<file path="src/logic/io_api_map.vh">
`ifndef IO_API_MAP_VH
`define IO_API_MAP_VH

// ----------------------------------------------------------------
// operation codes
// ----------------------------------------------------------------
`define FN_RD_BOOL   8'h01
`define FN_RD_WORD   8'h03
`define FN_RD_RO     8'h04
`define FN_WR_BOOL   8'h0F
`define FN_WR_WORD   8'h10
`define FN_ERR_FLAG  8'h80

// ----------------------------------------------------------------
// error codes
// ----------------------------------------------------------------
`define ERR_NONE     8'h00
`define ERR_FUNC     8'h01
`define ERR_ADDR     8'h02
`define ERR_VALUE    8'h03
`define ERR_FAIL     8'h04

// ----------------------------------------------------------------
// request layout and limits
// ----------------------------------------------------------------
`define HDR_LAST     3'h4
`define HDR_FUNC     3'h0
`define HDR_START_HI 3'h1
`define HDR_START_LO 3'h2
`define HDR_CNT_HI   3'h3
`define MAX_BOOL_CNT 17'h007D0
`define MAX_WORD_CNT 17'h0007D
`define BOOLS_PER_BYTE 17'h00008

`endif

</file>
<file path="src/logic/io_byte_fifo.v">
`default_nettype none

// ----------------------------------------------------------------
// response byte queue
// ----------------------------------------------------------------
module io_byte_fifo #(
  parameter WIDTH = 8,
  parameter DEPTH = 8
) (
  // clock and reset
  input  wire             clk_sys,
  input  wire             rst_n,
  // fill side
  input  wire             in_valid,
  output wire             in_ready,
  input  wire [WIDTH-1:0] in_data,
  // drain side
  output wire             out_valid,
  input  wire             out_ready,
  output wire [WIDTH-1:0] out_data
);
  localparam AW = $clog2(DEPTH);

  reg [WIDTH-1:0] mem_ff [0:DEPTH-1];
  reg [AW-1:0]    wr_ptr_ff;
  reg [AW-1:0]    rd_ptr_ff;
  reg [AW:0]      fill_ff;

  wire push = in_valid & in_ready;
  wire pop  = out_valid & out_ready;

  assign in_ready  = (fill_ff != DEPTH[AW:0]);
  assign out_valid = (fill_ff != {(AW+1){1'b0}});
  assign out_data  = mem_ff[rd_ptr_ff];

  always @(posedge clk_sys) begin
    if (push)
      mem_ff[wr_ptr_ff] <= in_data;
  end

  // pointers wrap by modulo so depth need not be a power of two
  always @(posedge clk_sys or negedge rst_n) begin
    if (!rst_n) begin
      wr_ptr_ff <= {AW{1'b0}};
      rd_ptr_ff <= {AW{1'b0}};
      fill_ff   <= {(AW+1){1'b0}};
    end else begin
      if (push)
        wr_ptr_ff <= (wr_ptr_ff == DEPTH[AW-1:0] - 1'b1) ? {AW{1'b0}} : wr_ptr_ff + 1'b1;
      if (pop)
        rd_ptr_ff <= (rd_ptr_ff == DEPTH[AW-1:0] - 1'b1) ? {AW{1'b0}} : rd_ptr_ff + 1'b1;
      if (push && !pop)
        fill_ff <= fill_ff + 1'b1;
      else if (pop && !push)
        fill_ff <= fill_ff - 1'b1;
    end
  end
endmodule

`default_nettype wire

</file>
<file path="src/logic/io_word_ram.v">
`default_nettype none

// ----------------------------------------------------------------
// read/write word register store, registered read
// ----------------------------------------------------------------
module io_word_ram #(
  parameter DW    = 16,
  parameter DEPTH = 32
) (
  // clock
  input  wire                     clk_sys,
  // write port
  input  wire                     wr_en,
  input  wire [$clog2(DEPTH)-1:0] wr_addr,
  input  wire [DW-1:0]            wr_data,
  // read port
  input  wire [$clog2(DEPTH)-1:0] rd_addr,
  output reg  [DW-1:0]            rd_data_ff
);
  reg [DW-1:0] mem_ff [0:DEPTH-1];

  always @(posedge clk_sys) begin
    if (wr_en)
      mem_ff[wr_addr] <= wr_data;
    rd_data_ff <= mem_ff[rd_addr];
  end
endmodule

`default_nettype wire

</file>
<file path="src/logic/io_api_engine.v">
// How it works
// - codes 01,03,04 read bool, word, read-only
// - codes 0F,10 write bool and word registers
// - two-byte start then two-byte count follow code
// - write payload after count, big endian words
// - paired registers never split by an access
// - echo code, top bit set on failure
// - second byte is length or error code
// - booleans packed from bit 0, eight per byte
// - word data sent high byte first
// - unsupported code gives error 01
// - bad address or range gives error 02
// - bad data value gives error 03
// - fault seen in the check cycle of a valid request gives error 04
`include "io_api_map.vh"
`default_nettype none

module io_api_engine #(
  parameter NBOOL      = 16,
  parameter NWORD      = 32,
  parameter NRO        = 16,
  parameter PAIR_BASE  = 16,
  parameter FIFO_DEPTH = 8
) (
  // clock and reset
  input  wire                clk_sys,
  input  wire                rst_n,
  // request byte stream
  input  wire                rx_valid,
  input  wire [7:0]          rx_data,
  output wire                rx_ready,
  // response byte stream
  output wire                tx_valid,
  input  wire                tx_ready,
  output wire [7:0]          tx_data,
  // i/o register space
  output wire [NBOOL-1:0]    bool_out,
  input  wire [NRO*16-1:0]   ro_regs,
  input  wire                io_fault
);
  localparam WAW = $clog2(NWORD);

  // ----------------------------------------------------------------
  // states
  // ----------------------------------------------------------------
  localparam [7:0] S_HDR   = 8'h01;
  localparam [7:0] S_CHK   = 8'h02;
  localparam [7:0] S_PAY   = 8'h04;
  localparam [7:0] S_CODE  = 8'h08;
  localparam [7:0] S_LEN   = 8'h10;
  localparam [7:0] S_FETCH = 8'h20;
  localparam [7:0] S_WORD  = 8'h40;
  localparam [7:0] S_BOOL  = 8'h80;

  reg [7:0]       state_ff;
  reg [7:0]       nxt_state;
  reg [2:0]       hdr_cnt_ff;
  reg [7:0]       func_ff;
  reg [15:0]      start_ff;
  reg [15:0]      count_ff;
  reg [7:0]       err_ff;
  reg [7:0]       len_ff;
  reg [16:0]      pay_ff;
  reg [16:0]      idx_ff;
  reg [16:0]      rem_ff;
  reg             phase_ff;
  reg [7:0]       hi_ff;
  reg [NBOOL-1:0] bool_ff;
  integer         j;
  integer         k;

  wire [15:0] ram_rdata;
  wire        fifo_in_ready;
  reg         fifo_in_valid;
  reg  [7:0]  fifo_in_data;

  wire take = rx_valid & rx_ready;
  wire push = fifo_in_valid & fifo_in_ready;

  // the request is taken back to back; a stall mid-request would simply
  // wait, since there is no gap timeout to resynchronise on
  assign rx_ready = (state_ff == S_HDR) || (state_ff == S_PAY);
  assign bool_out = bool_ff;

  // ----------------------------------------------------------------
  // request decode and checks
  // ----------------------------------------------------------------
  wire is_rd_bool = (func_ff == `FN_RD_BOOL);
  wire is_rd_word = (func_ff == `FN_RD_WORD);
  wire is_rd_ro   = (func_ff == `FN_RD_RO);
  wire is_wr_bool = (func_ff == `FN_WR_BOOL);
  wire is_wr_word = (func_ff == `FN_WR_WORD);
  wire is_bool    = is_rd_bool | is_wr_bool;
  wire is_write   = is_wr_bool | is_wr_word;
  wire func_ok    = is_bool | is_rd_word | is_rd_ro | is_wr_word;

  wire [16:0] cnt17   = {1'b0, count_ff};
  wire [16:0] end_c   = {1'b0, start_ff} + cnt17;
  wire [16:0] bytes_c = (cnt17 + 17'h00007) >> 3;
  wire [16:0] limit_c = is_bool ? NBOOL[16:0] : (is_rd_ro ? NRO[16:0] : NWORD[16:0]);
  wire [16:0] maxq_c  = is_bool ? `MAX_BOOL_CNT : `MAX_WORD_CNT;

  // a range must start and end on pair boundaries inside the pair area
  wire pair_split = !is_bool &&
                    ((({1'b0, start_ff} >= PAIR_BASE[16:0]) && start_ff[0]) ||
                     ((end_c > PAIR_BASE[16:0]) && end_c[0]));

  // checks run in fixed order; the first failing one names the error
  reg [7:0] err_c;
  always @* begin
    if (!func_ok)
      err_c = `ERR_FUNC;
    else if (count_ff == 16'h0000 || cnt17 > maxq_c)
      err_c = `ERR_VALUE;
    else if (end_c > limit_c || pair_split)
      err_c = `ERR_ADDR;
    // fault is looked at in this cycle only; a later fault goes unreported
    else if (io_fault)
      err_c = `ERR_FAIL;
    else
      err_c = `ERR_NONE;
  end

  // payload size is fixed by the code and count alone, so a refused write is still
  // drained fully and the next request starts in step
  wire [16:0] plen_c = is_wr_bool ? bytes_c :
                       (is_wr_word ? {count_ff, 1'b0} : 17'h00000);

  wire [7:0] len_c = is_rd_bool ? bytes_c[7:0] :
                     ((is_rd_word | is_rd_ro) ? {count_ff[6:0], 1'b0} : 8'h00);

  // ----------------------------------------------------------------
  // response data selection
  // ----------------------------------------------------------------
  reg  [15:0] word_c;
  reg  [7:0]  pack_c;
  always @* begin
    word_c = ram_rdata;
    if (is_rd_ro && idx_ff < NRO[16:0])
      word_c = ro_regs[idx_ff[WAW-1:0]*16 +: 16];
    // bits past the count read as zero
    pack_c = 8'h00;
    for (j = 0; j < 8; j = j + 1) begin
      if (j < rem_ff && idx_ff + j < NBOOL)
        pack_c[j] = bool_ff[idx_ff + j];
    end
  end

  // ----------------------------------------------------------------
  // response byte order
  // ----------------------------------------------------------------
  always @* begin
    fifo_in_valid = 1'b0;
    fifo_in_data  = 8'h00;
    case (state_ff)
      S_CODE: begin
        fifo_in_valid = 1'b1;
        fifo_in_data  = (err_ff != `ERR_NONE) ? (func_ff | `FN_ERR_FLAG) : func_ff;
      end
      S_LEN: begin
        fifo_in_valid = 1'b1;
        fifo_in_data  = (err_ff != `ERR_NONE) ? err_ff : len_ff;
      end
      S_WORD: begin
        fifo_in_valid = 1'b1;
        fifo_in_data  = phase_ff ? word_c[7:0] : word_c[15:8];
      end
      S_BOOL: begin
        fifo_in_valid = 1'b1;
        fifo_in_data  = pack_c;
      end
      default: begin
        fifo_in_valid = 1'b0;
        fifo_in_data  = 8'h00;
      end
    endcase
  end

  // ----------------------------------------------------------------
  // sequencer
  // ----------------------------------------------------------------
  always @* begin
    nxt_state = state_ff;
    case (state_ff)
      S_HDR:
        if (take && hdr_cnt_ff == `HDR_LAST)
          nxt_state = S_CHK;
      S_CHK:
        nxt_state = (plen_c != 17'h00000) ? S_PAY : S_CODE;
      S_PAY:
        if (take && pay_ff == 17'h00001)
          nxt_state = S_CODE;
      S_CODE:
        if (push)
          nxt_state = S_LEN;
      S_LEN:
        if (push) begin
          if (err_ff != `ERR_NONE || is_write || len_ff == 8'h00)
            nxt_state = S_HDR;
          else if (is_rd_bool)
            nxt_state = S_BOOL;
          else
            nxt_state = S_FETCH;
        end
      // one idle cycle lets the registered store present the word
      S_FETCH:
        nxt_state = S_WORD;
      S_WORD:
        if (push && phase_ff)
          nxt_state = (rem_ff == 17'h00001) ? S_HDR : S_FETCH;
      S_BOOL:
        if (push && rem_ff <= `BOOLS_PER_BYTE)
          nxt_state = S_HDR;
      default:
        nxt_state = S_HDR;
    endcase
  end

  // ----------------------------------------------------------------
  // request capture and counters
  // ----------------------------------------------------------------
  wire wr_word_now = (state_ff == S_PAY) && take && is_wr_word &&
                     phase_ff && (err_ff == `ERR_NONE);

  always @(posedge clk_sys or negedge rst_n) begin
    if (!rst_n) begin
      state_ff   <= S_HDR;
      hdr_cnt_ff <= 3'h0;
      func_ff    <= 8'h00;
      start_ff   <= 16'h0000;
      count_ff   <= 16'h0000;
      err_ff     <= `ERR_NONE;
      len_ff     <= 8'h00;
      pay_ff     <= 17'h00000;
      idx_ff     <= 17'h00000;
      rem_ff     <= 17'h00000;
      phase_ff   <= 1'b0;
      hi_ff      <= 8'h00;
      bool_ff    <= {NBOOL{1'b0}};
    end else begin
      state_ff <= nxt_state;
      case (state_ff)
        S_HDR:
          if (take) begin
            hdr_cnt_ff <= (hdr_cnt_ff == `HDR_LAST) ? 3'h0 : hdr_cnt_ff + 3'h1;
            case (hdr_cnt_ff)
              `HDR_FUNC:     func_ff         <= rx_data;
              `HDR_START_HI: start_ff[15:8]  <= rx_data;
              `HDR_START_LO: start_ff[7:0]   <= rx_data;
              `HDR_CNT_HI:   count_ff[15:8]  <= rx_data;
              default:       count_ff[7:0]   <= rx_data;
            endcase
          end
        S_CHK: begin
          err_ff   <= err_c;
          len_ff   <= len_c;
          pay_ff   <= plen_c;
          idx_ff   <= {1'b0, start_ff};
          rem_ff   <= cnt17;
          phase_ff <= 1'b0;
        end
        S_PAY:
          if (take) begin
            pay_ff <= pay_ff - 17'h00001;
            if (is_wr_word) begin
              phase_ff <= ~phase_ff;
              if (!phase_ff)
                hi_ff <= rx_data;
              else
                idx_ff <= idx_ff + 17'h00001;
            end else begin
              if (err_ff == `ERR_NONE) begin
                // bits past the count are ignored, so a short last byte is harmless
                for (k = 0; k < NBOOL; k = k + 1) begin
                  if (k >= idx_ff && k - idx_ff < 8 && k - idx_ff < rem_ff)
                    bool_ff[k] <= rx_data[k - idx_ff];
                end
              end
              idx_ff <= idx_ff + `BOOLS_PER_BYTE;
              rem_ff <= (rem_ff > `BOOLS_PER_BYTE) ? rem_ff - `BOOLS_PER_BYTE : 17'h00000;
            end
          end
        S_CODE: begin
          idx_ff   <= {1'b0, start_ff};
          rem_ff   <= cnt17;
          phase_ff <= 1'b0;
        end
        S_WORD:
          if (push) begin
            phase_ff <= ~phase_ff;
            if (phase_ff) begin
              idx_ff <= idx_ff + 17'h00001;
              rem_ff <= rem_ff - 17'h00001;
            end
          end
        S_BOOL:
          if (push) begin
            idx_ff <= idx_ff + `BOOLS_PER_BYTE;
            rem_ff <= (rem_ff > `BOOLS_PER_BYTE) ? rem_ff - `BOOLS_PER_BYTE : 17'h00000;
          end
        default: begin
          hdr_cnt_ff <= hdr_cnt_ff;
        end
      endcase
    end
  end

  // ----------------------------------------------------------------
  // word store and response queue
  // ----------------------------------------------------------------
  // a word is committed only once its low byte arrives, so a pair never
  // shows a half-written value to a read
  io_word_ram #(
    .DW    (16),
    .DEPTH (NWORD)
  ) u_ram (
    .clk_sys    (clk_sys),
    .wr_en      (wr_word_now),
    .wr_addr    (idx_ff[WAW-1:0]),
    .wr_data    ({hi_ff, rx_data}),
    .rd_addr    (idx_ff[WAW-1:0]),
    .rd_data_ff (ram_rdata)
  );

  // the sequencer stalls on a full queue, so a slow reader throttles reads
  io_byte_fifo #(
    .WIDTH (8),
    .DEPTH (FIFO_DEPTH)
  ) u_fifo (
    .clk_sys   (clk_sys),
    .rst_n     (rst_n),
    .in_valid  (fifo_in_valid),
    .in_ready  (fifo_in_ready),
    .in_data   (fifo_in_data),
    .out_valid (tx_valid),
    .out_ready (tx_ready),
    .out_data  (tx_data)
  );
endmodule

`default_nettype wire

</file>
<file path="config.mk">
export PLATFORM = sky130hd
export DESIGN_NAME = io_api_engine
export DESIGN_NICKNAME = d
export VERILOG_FILES = /design/src/logic/io_byte_fifo.v /design/src/logic/io_word_ram.v /design/src/logic/io_api_engine.v
export VERILOG_INCLUDE_DIRS = /design/src /design/src/logic
export SDC_FILE = /design/constraint.sdc
export NUM_CORES = 2
export LEC_CHECK = 0
export BUFFER_PORTS_ARGS = -buffer_cell sky130_fd_sc_hd__buf_2
export CORE_MARGIN = 10
export CORE_UTILIZATION = 45
export CTS_CLUSTER_SIZE = 8
export DETAILED_ROUTE_END_ITERATION = 8
export MAX_ROUTING_LAYER = met4
export PLACE_DENSITY = 0.62
export SLEW_MARGIN = 20
export SYNTH_ARGS = -nofsm -noshare
export SYNTH_HDL_FRONTEND = slang
export SYNTH_SLANG_ARGS = --single-unit
export TNS_END_PERCENT = 100
</file>
<file path="constraint.sdc">
create_clock -name clk_sys -period 5 [get_ports clk_sys]
set_input_delay 0.5 -clock clk_sys [delete_from_list [all_inputs] [get_ports clk_sys]]
set_output_delay 0.5 -clock clk_sys [all_outputs]
set_load 0.005 [all_outputs]
</file>
# == Yosys cells after proc, flatten, opt, wreduce, memory -nomap -nowiden ==
# Memories as Yosys holds them, arrays and structs flattened. A register that Yosys moved wholly into a read port is not among the register bits.
# Cells that the tools add are included.
# word_totals
reg_bits,153
mem_bits_rw,576
inputBits,269
word_cells,429
memories,2
# mem_list
memory,depth,width,read_ports,rd_ports_with_merged_regs,write_ports,line_no,text
u_ram.mem_ff,32,16,1,1,1,io_word_ram.v:20,reg [DW-1:0] mem_ff [0:DEPTH-1];
u_fifo.mem_ff,8,8,1,0,1,io_byte_fifo.v:24,reg [WIDTH-1:0] mem_ff [0:DEPTH-1];
# op_classes
n_addsub,35
magnitude_cmp,95
n_eq_ne,34
shifts,1
mux,112
bitwise,12
n_reduce_logical,105
# op_table
op,count
$lt 32x4->1 const B,32
$lt 32x17->1,16
$shiftx 256x10->16,1
$mux 17,14
$lt 32x5->1 const B,7
$sub 4x17->18 const A,8
$ge 4x17->1 const A,8
$pmux 17 s4,2
$lt 18x5->1 const B,7
$mux 8,15
$reduce_and 5->1,16
$add 17x3->18 const B,4
$sub 3x17->18 const A,4
$ge 3x17->1 const A,4
$lt 3x17->1 const A,4
$pmux 8 s8,1
$logic_and 1x1->1,54
$lt 17x5->1 const B,3
$bmux 1 s3,16
$mux 1,40
$add 17x2->18 const B,2
$sub 1x17->18 const A,2
$sub 2x17->18 const A,2
$eq 17x1->1 const B,2
other kinds (62),130

# == Depth between registers and ports, before layout ==
# depth
word_depth,9
depth_mapped,22
mapped_depth_nobuf,17

# == Hierarchy ==
# A second synthesis with hierarchy kept.
# unflattened
cells_unflattened,4081
area_unflattened_um2,46965.0
# by_module_without_submodules
module,n_inst,cells_each,area_per_inst_um2
io_api_engine,1,2780,23271.1
io_word_ram,1,1143,20535.9
io_byte_fifo,1,158,3158.0

# == Worst setup path after synthesis ==
# OpenSTA, ideal clock, no wires.
# synth_path
kind,register to register
from,register idx_ff[4]
to,register bool_ff[7] (netlist: bool_out[7])
arrival_ps,4963
path_slack_ps,-87
stages_incl_launch_ff,19
n_path_buf,6
cell_sequence,dfrtp_1 > clkbuf_1 > clkinv_1 > clkbuf_1 > buf_1 > ha_1 > buf_2 > nor3b_1 > clkbuf_1 > nand2_1 > or3_1 > clkbuf_1 > nor2_1 > xnor2_1 > ha_1 > or4_1 > or4_1 > a2111oi_0 > mux2_2
# synth_between
elab_chain_cells,5
elab_cells_between_ends,7
classes_between,add/sub: 1; order compare: 3; reduce/logical: 3
# synth_rtl
element,line_no,text
"start, declared",io_api_engine.v:64,reg [16:0] idx_ff;
"start signal, assigned",io_api_engine.v:258,"idx_ff <= {1'b0, start_ff};"
"start signal, assigned",io_api_engine.v:270,idx_ff <= idx_ff + 17'h00001;
"start signal, assigned",io_api_engine.v:279,idx_ff <= idx_ff + `BOOLS_PER_BYTE;
$sub 3x17->18,io_api_engine.v:275,if (k >= idx_ff && k - idx_ff < 8 && k - idx_ff < rem_ff)
$lt 32x4->1,io_api_engine.v:275,
$logic_and 1x1->1,io_api_engine.v:275,
$logic_and 1x1->1 *,io_api_engine.v:275,
$reduce_and 5->1 (no line) *,--,
"end signal, assigned",io_api_engine.v:239,bool_ff <= {NBOOL{1'b0}};
"end signal, assigned by index",io_api_engine.v:276,bool_ff[k] <= rx_data[k - idx_ff];
"end, declared",io_api_engine.v:68,reg [NBOOL-1:0] bool_ff;
# Mark *: on every way between the ends. The rest lies on a longest branch, timed or not.
# A chain may end at the register's enable or synchronous reset.

# == Worst setup path in the final report ==
# layout_path
from,register idx_ff[10]
to,register bool_ff[7] (netlist: bool_out[7])
# The elaborated chain is that of the path after synthesis.

==> qor.csv <==
stage,metric,value,unit
floorplanning,die area,114000,um^2
timing,Worst Hold Slack,0.113,ns
placement,Port Buffers,294,
critical_path,Worst EP required,5.54,ns
synth,Seq cells post-synth,740,
grt,largest net degree at the start of global routing,118,
floorplanning,Initial Utilization,0.453,
drt,routed vias,34400,
finish,Area Growth Syn to Fin,15.0,%
timing,fin crit share,0.943,
grt,vias in the first global route,34500,
drt,DRT Wirelength,158000,um
clock_tree,"Setup Fix Bufs, Post-CTS",0,
finish,layout cells sized above 1,0.246,
grt,overflow left after global routing,0,
synth,Post-Synth Adder-Cell Area,0.0844,
drt,wire per inst,29.1,um
finish,area occupied by multi-input gates,23000,um^2
power_and_ir_drop,Worst VDD drop,0.408,mV
status,outcome,completed,
drt,vias per cell,6.33,
clock_tree,Max Root-Sink Buffers,3,
clock_tree,"Reg clk slew, reported paths",0.06,ns
placement,Detail Placement HPWL,109000,um
clock_tree,Clock Latency Late Sink,0.70,ns
timing,RSZ-0062 raised after global routing,false,
finish,Reg area,21300,um^2
clock_tree,H-tree depth,3,
timing,worst-margin pin slew,1.09,ns
timing,final clock skew,0.0572,ns
synth,"EDFF count, synth",576,
power_and_ir_drop,net load switching power,0.0135,W
timing,Final Critical Period,4.71,ns
critical_path,Worst Setup Start Kind,flop,
grt,first-pass GRT wire length,232000,um
synth,Most used DFF post-synth,edfxtp_1,
synth,synth unique cells,96,
timing,final hold vios,0,
power_and_ir_drop,Cell Int Power,0.0178,W
synth,Syn Nets,4269,
grt,initial antenna violation count,10,
floorplanning,Die Span Y,338,um
timing,Max Clock Freq,212,MHz
drt,TritonRoute pass-1 iters,6,
floorplanning,core area,100000,um^2
synth,Mapped Cells,3695,
synth,Synth Area in Compound Gates,0.0928,
power_and_ir_drop,Sequential Power Share,0.258,
critical_path,worst setup path class,flop to flop,
timing,setup_tns,0,ns
floorplanning,Std-Cell Rows,116,
synth,sequential area share after synthesis,0.470,
synth,xor/xnor share of the synthesized area,0.0509,
power_and_ir_drop,Comb pwr share,0.528,
drt,initial DRC count,3924,
placement,routability cong.,1.01,
worst_hold_path,worst hold path class,input pin to flop,
power_and_ir_drop,clock network power share,0.215,
synth,post-synthesis async set-or-reset flop share,0.200,
finish,number of fillers in the final layout,8653,
floorplanning,Die Wd,338,um
synth,largest family of logic cells by synthesized area,multiplexers,
synth,Synth Area in Simple Gates,0.113,
power_and_ir_drop,leakage,19.1,nW
timing,Final Max Slew Viols,0,
drt,"antenna viol nets, final",0,
grt,GRT Overall Usage,0.283,
power_and_ir_drop,Pwr Density,600,nW/um^2
critical_path,Critical Path AT,5.25,ns
synth,synthesized area per cell,12.3,um^2
timing,Final setup viols,0,
synth,yosys warns,0,
clock_tree,CTS root buf,clkbuf_16,
clock_tree,clock sink count,740,
timing,Max-slew headroom,0.271,
clock_tree,CTS tree,built,
power_and_ir_drop,Sw Ratio,0.431,
finish,nets@finish,4610,
synth,synthesized area,45400,um^2
job,number of max-cap violations,0,
critical_path,Critical Path Fanout Max,7,
drt,drc violations,0,
clock_tree,total CTS buffers,104,
synth,post-synthesis mux area share,0.164,
floorplanning,top-level port count,295,
critical_path,element type at the critical path end,flop,
power groups by stage:
stage	clock network (W)	registers, W	logic [W]
after floorplan	0	0.00756	0.0114
after detailed placement	0	0.00816	0.0162
after global routing	0.00710	0.00813	0.0179
final	0.00673	0.00807	0.0165
after CTS	0.00684	0.00805	0.0163
after global placement	0	0.00814	0.0161
layer usage:
metal	vias up	routed length [um]	GRT usage
li1	15000	-	-
met1	17100	63800	0.362
met2	1844	73200	0.440
met3	447	13100	0.0510
met4	0	7700	0.120
met5	-	0	-
repair_timing:
action | 4_1_cts | 5_1_grt
setup endpoints to repair | 0 | 0
gates resized for setup | 0 | 0
hold buffers | 1 | 0
endpoints found under the hold margin | 64 | 0
worst paths after layout:
path                       cells past startpoint        from                   to  slack [ns]
max                                           12  idx_ff[10]          bool_out[7]        0.29
min                                            3    io_fault            err_ff[2]        0.11
max reg2reg                                   12  idx_ff[10]          bool_out[7]        0.29
min reg2reg                                    1  rem_ff[16]           rem_ff[16]        0.48
max in group asynchronous                      3       rst_n            idx_ff[3]        3.56
min in group asynchronous                      2       rst_n  u_fifo.rd_ptr_ff[2]        0.38
cell usage after synthesis (13+ instances only):
library cell	number	area share
o31ai_1	16	0.0026
mux4_2	285	0.14
mux2i_1	16	0.0035
and2_1	13	0.0018
nor2b_1	28	0.0039
nand4_1	60	0.0083
or3_1	21	0.0029
o21a_1	14	0.0023
a21oi_1	165	0.018
edfxtp_1	576	0.38
ha_1	303	0.083
clkbuf_1	146	0.012
a211oi_1	17	0.0028
xnor2_1	172	0.033
nand3_1	65	0.0072
a31oi_1	27	0.0037
buf_2	32	0.0035
o21ai_0	176	0.019
and3_1	28	0.0039
nor3_1	82	0.0090
nor2_1	244	0.020
nand2_1	352	0.029
dfxtp_1	16	0.0071
inv_1	68	0.0056
o22ai_1	19	0.0026
xor2_1	92	0.018
a21o_1	73	0.012
nand2b_1	32	0.0044
dfrtp_1	147	0.081
nor4_1	52	0.0072
mux2_2	77	0.019
buf_1	38	0.0031
or4_1	14	0.0023
a22oi_1	24	0.0040
layout by cell type, fill, tap and decap left out, types with 24 or more instances in the layout:
| cell type | count |
|---|---|
| mux4_2 | 285 |
| inv_1 | 68 |
| a21oi_1 | 165 |
| a22oi_1 | 24 |
| mux2_2 | 77 |
| clkbuf_1 | 79 |
| edfxtp_1 | 576 |
| nand4_1 | 60 |
| dfrtp_1 | 133 |
| nor2_1 | 212 |
| nand2b_1 | 32 |
| xnor2_1 | 172 |
| and3_1 | 28 |
| clkbuf_16 | 104 |
| ha_1 | 303 |
| nor3_1 | 81 |
| xor2_1 | 92 |
| nor2_2 | 32 |
| a21o_1 | 73 |
| o21ai_0 | 176 |
| buf_4 | 153 |
| nor2b_1 | 28 |
| a31oi_1 | 27 |
| nor4_1 | 51 |
| nand2_1 | 352 |
| nand3_1 | 65 |
| buf_2 | 293 |
per-stage QoR:
stage	util	total power, W	cells	area (um^2)	worst slack, ns
floorplan	-	0.0189	3695	45400	0.0408
global placement	0.490	0.0243	5227	49000	0.516
detailed placement	0.490	0.0244	5227	49000	0.461
CTS	0.521	0.0312	5423	52200	0.441
global route	0.521	0.0332	5427	52200	0.165
finish	0.521	0.0313	5428	52200	0.285
sequential cells by signal, indices dropped and copies added, names as in the netlist, 3 cells and up:
name,cells
u_fifo.fill_ff,4
err_ff,3
state_ff,8
rem_ff,17
pay_ff,17
start_ff,16
u_fifo.wr_ptr_ff,3
idx_ff,17
hdr_cnt_ff,3
u_ram.rd_data_ff,16
count_ff,16
u_fifo.rd_ptr_ff,3
hi_ff,8
func_ff,8
u_fifo.mem_ff,64
bool_out,16
len_ff,8
u_ram.mem_ff,512
critical path, cell delays in order, from the launching register on:
cell and delay [ns]:
dfrtp_2 0.39, or4_1 0.54, nor3_1 0.73, nand2_1 0.12, buf_4 0.19, or3_1 0.45, nor2_1 0.17, xnor2_1 0.09
ha_1 0.19, or4_1 0.48, or4_1 0.40, a2111oi_0 0.48, mux2_2 0.38
cells by family (layout without fill, tap and decap cells):
group	after synthesis	after routing
AO/OA/AOI/OAI	661	661
XOR/XNOR	264	264
adder cells (fa/ha/maj)	305	305
buffers and inverters	294	724
flip-flops	740	740
multiplexers	379	379
other	0	5
AND/OR/NAND/NOR	1052	1052
cell type report:
type	instances	share of cell area
multi-input cells	2661	0.441
flip-flops and latches	740	0.409
clock buffers	185	0.0561
repair buffers	455	0.0532
well taps	1298	0.0311
inverters	74	0.00537
clock inverters	10	0.00419
diodes	5	0.000240
No activity file was read; power rests on OpenSTA's default activity.
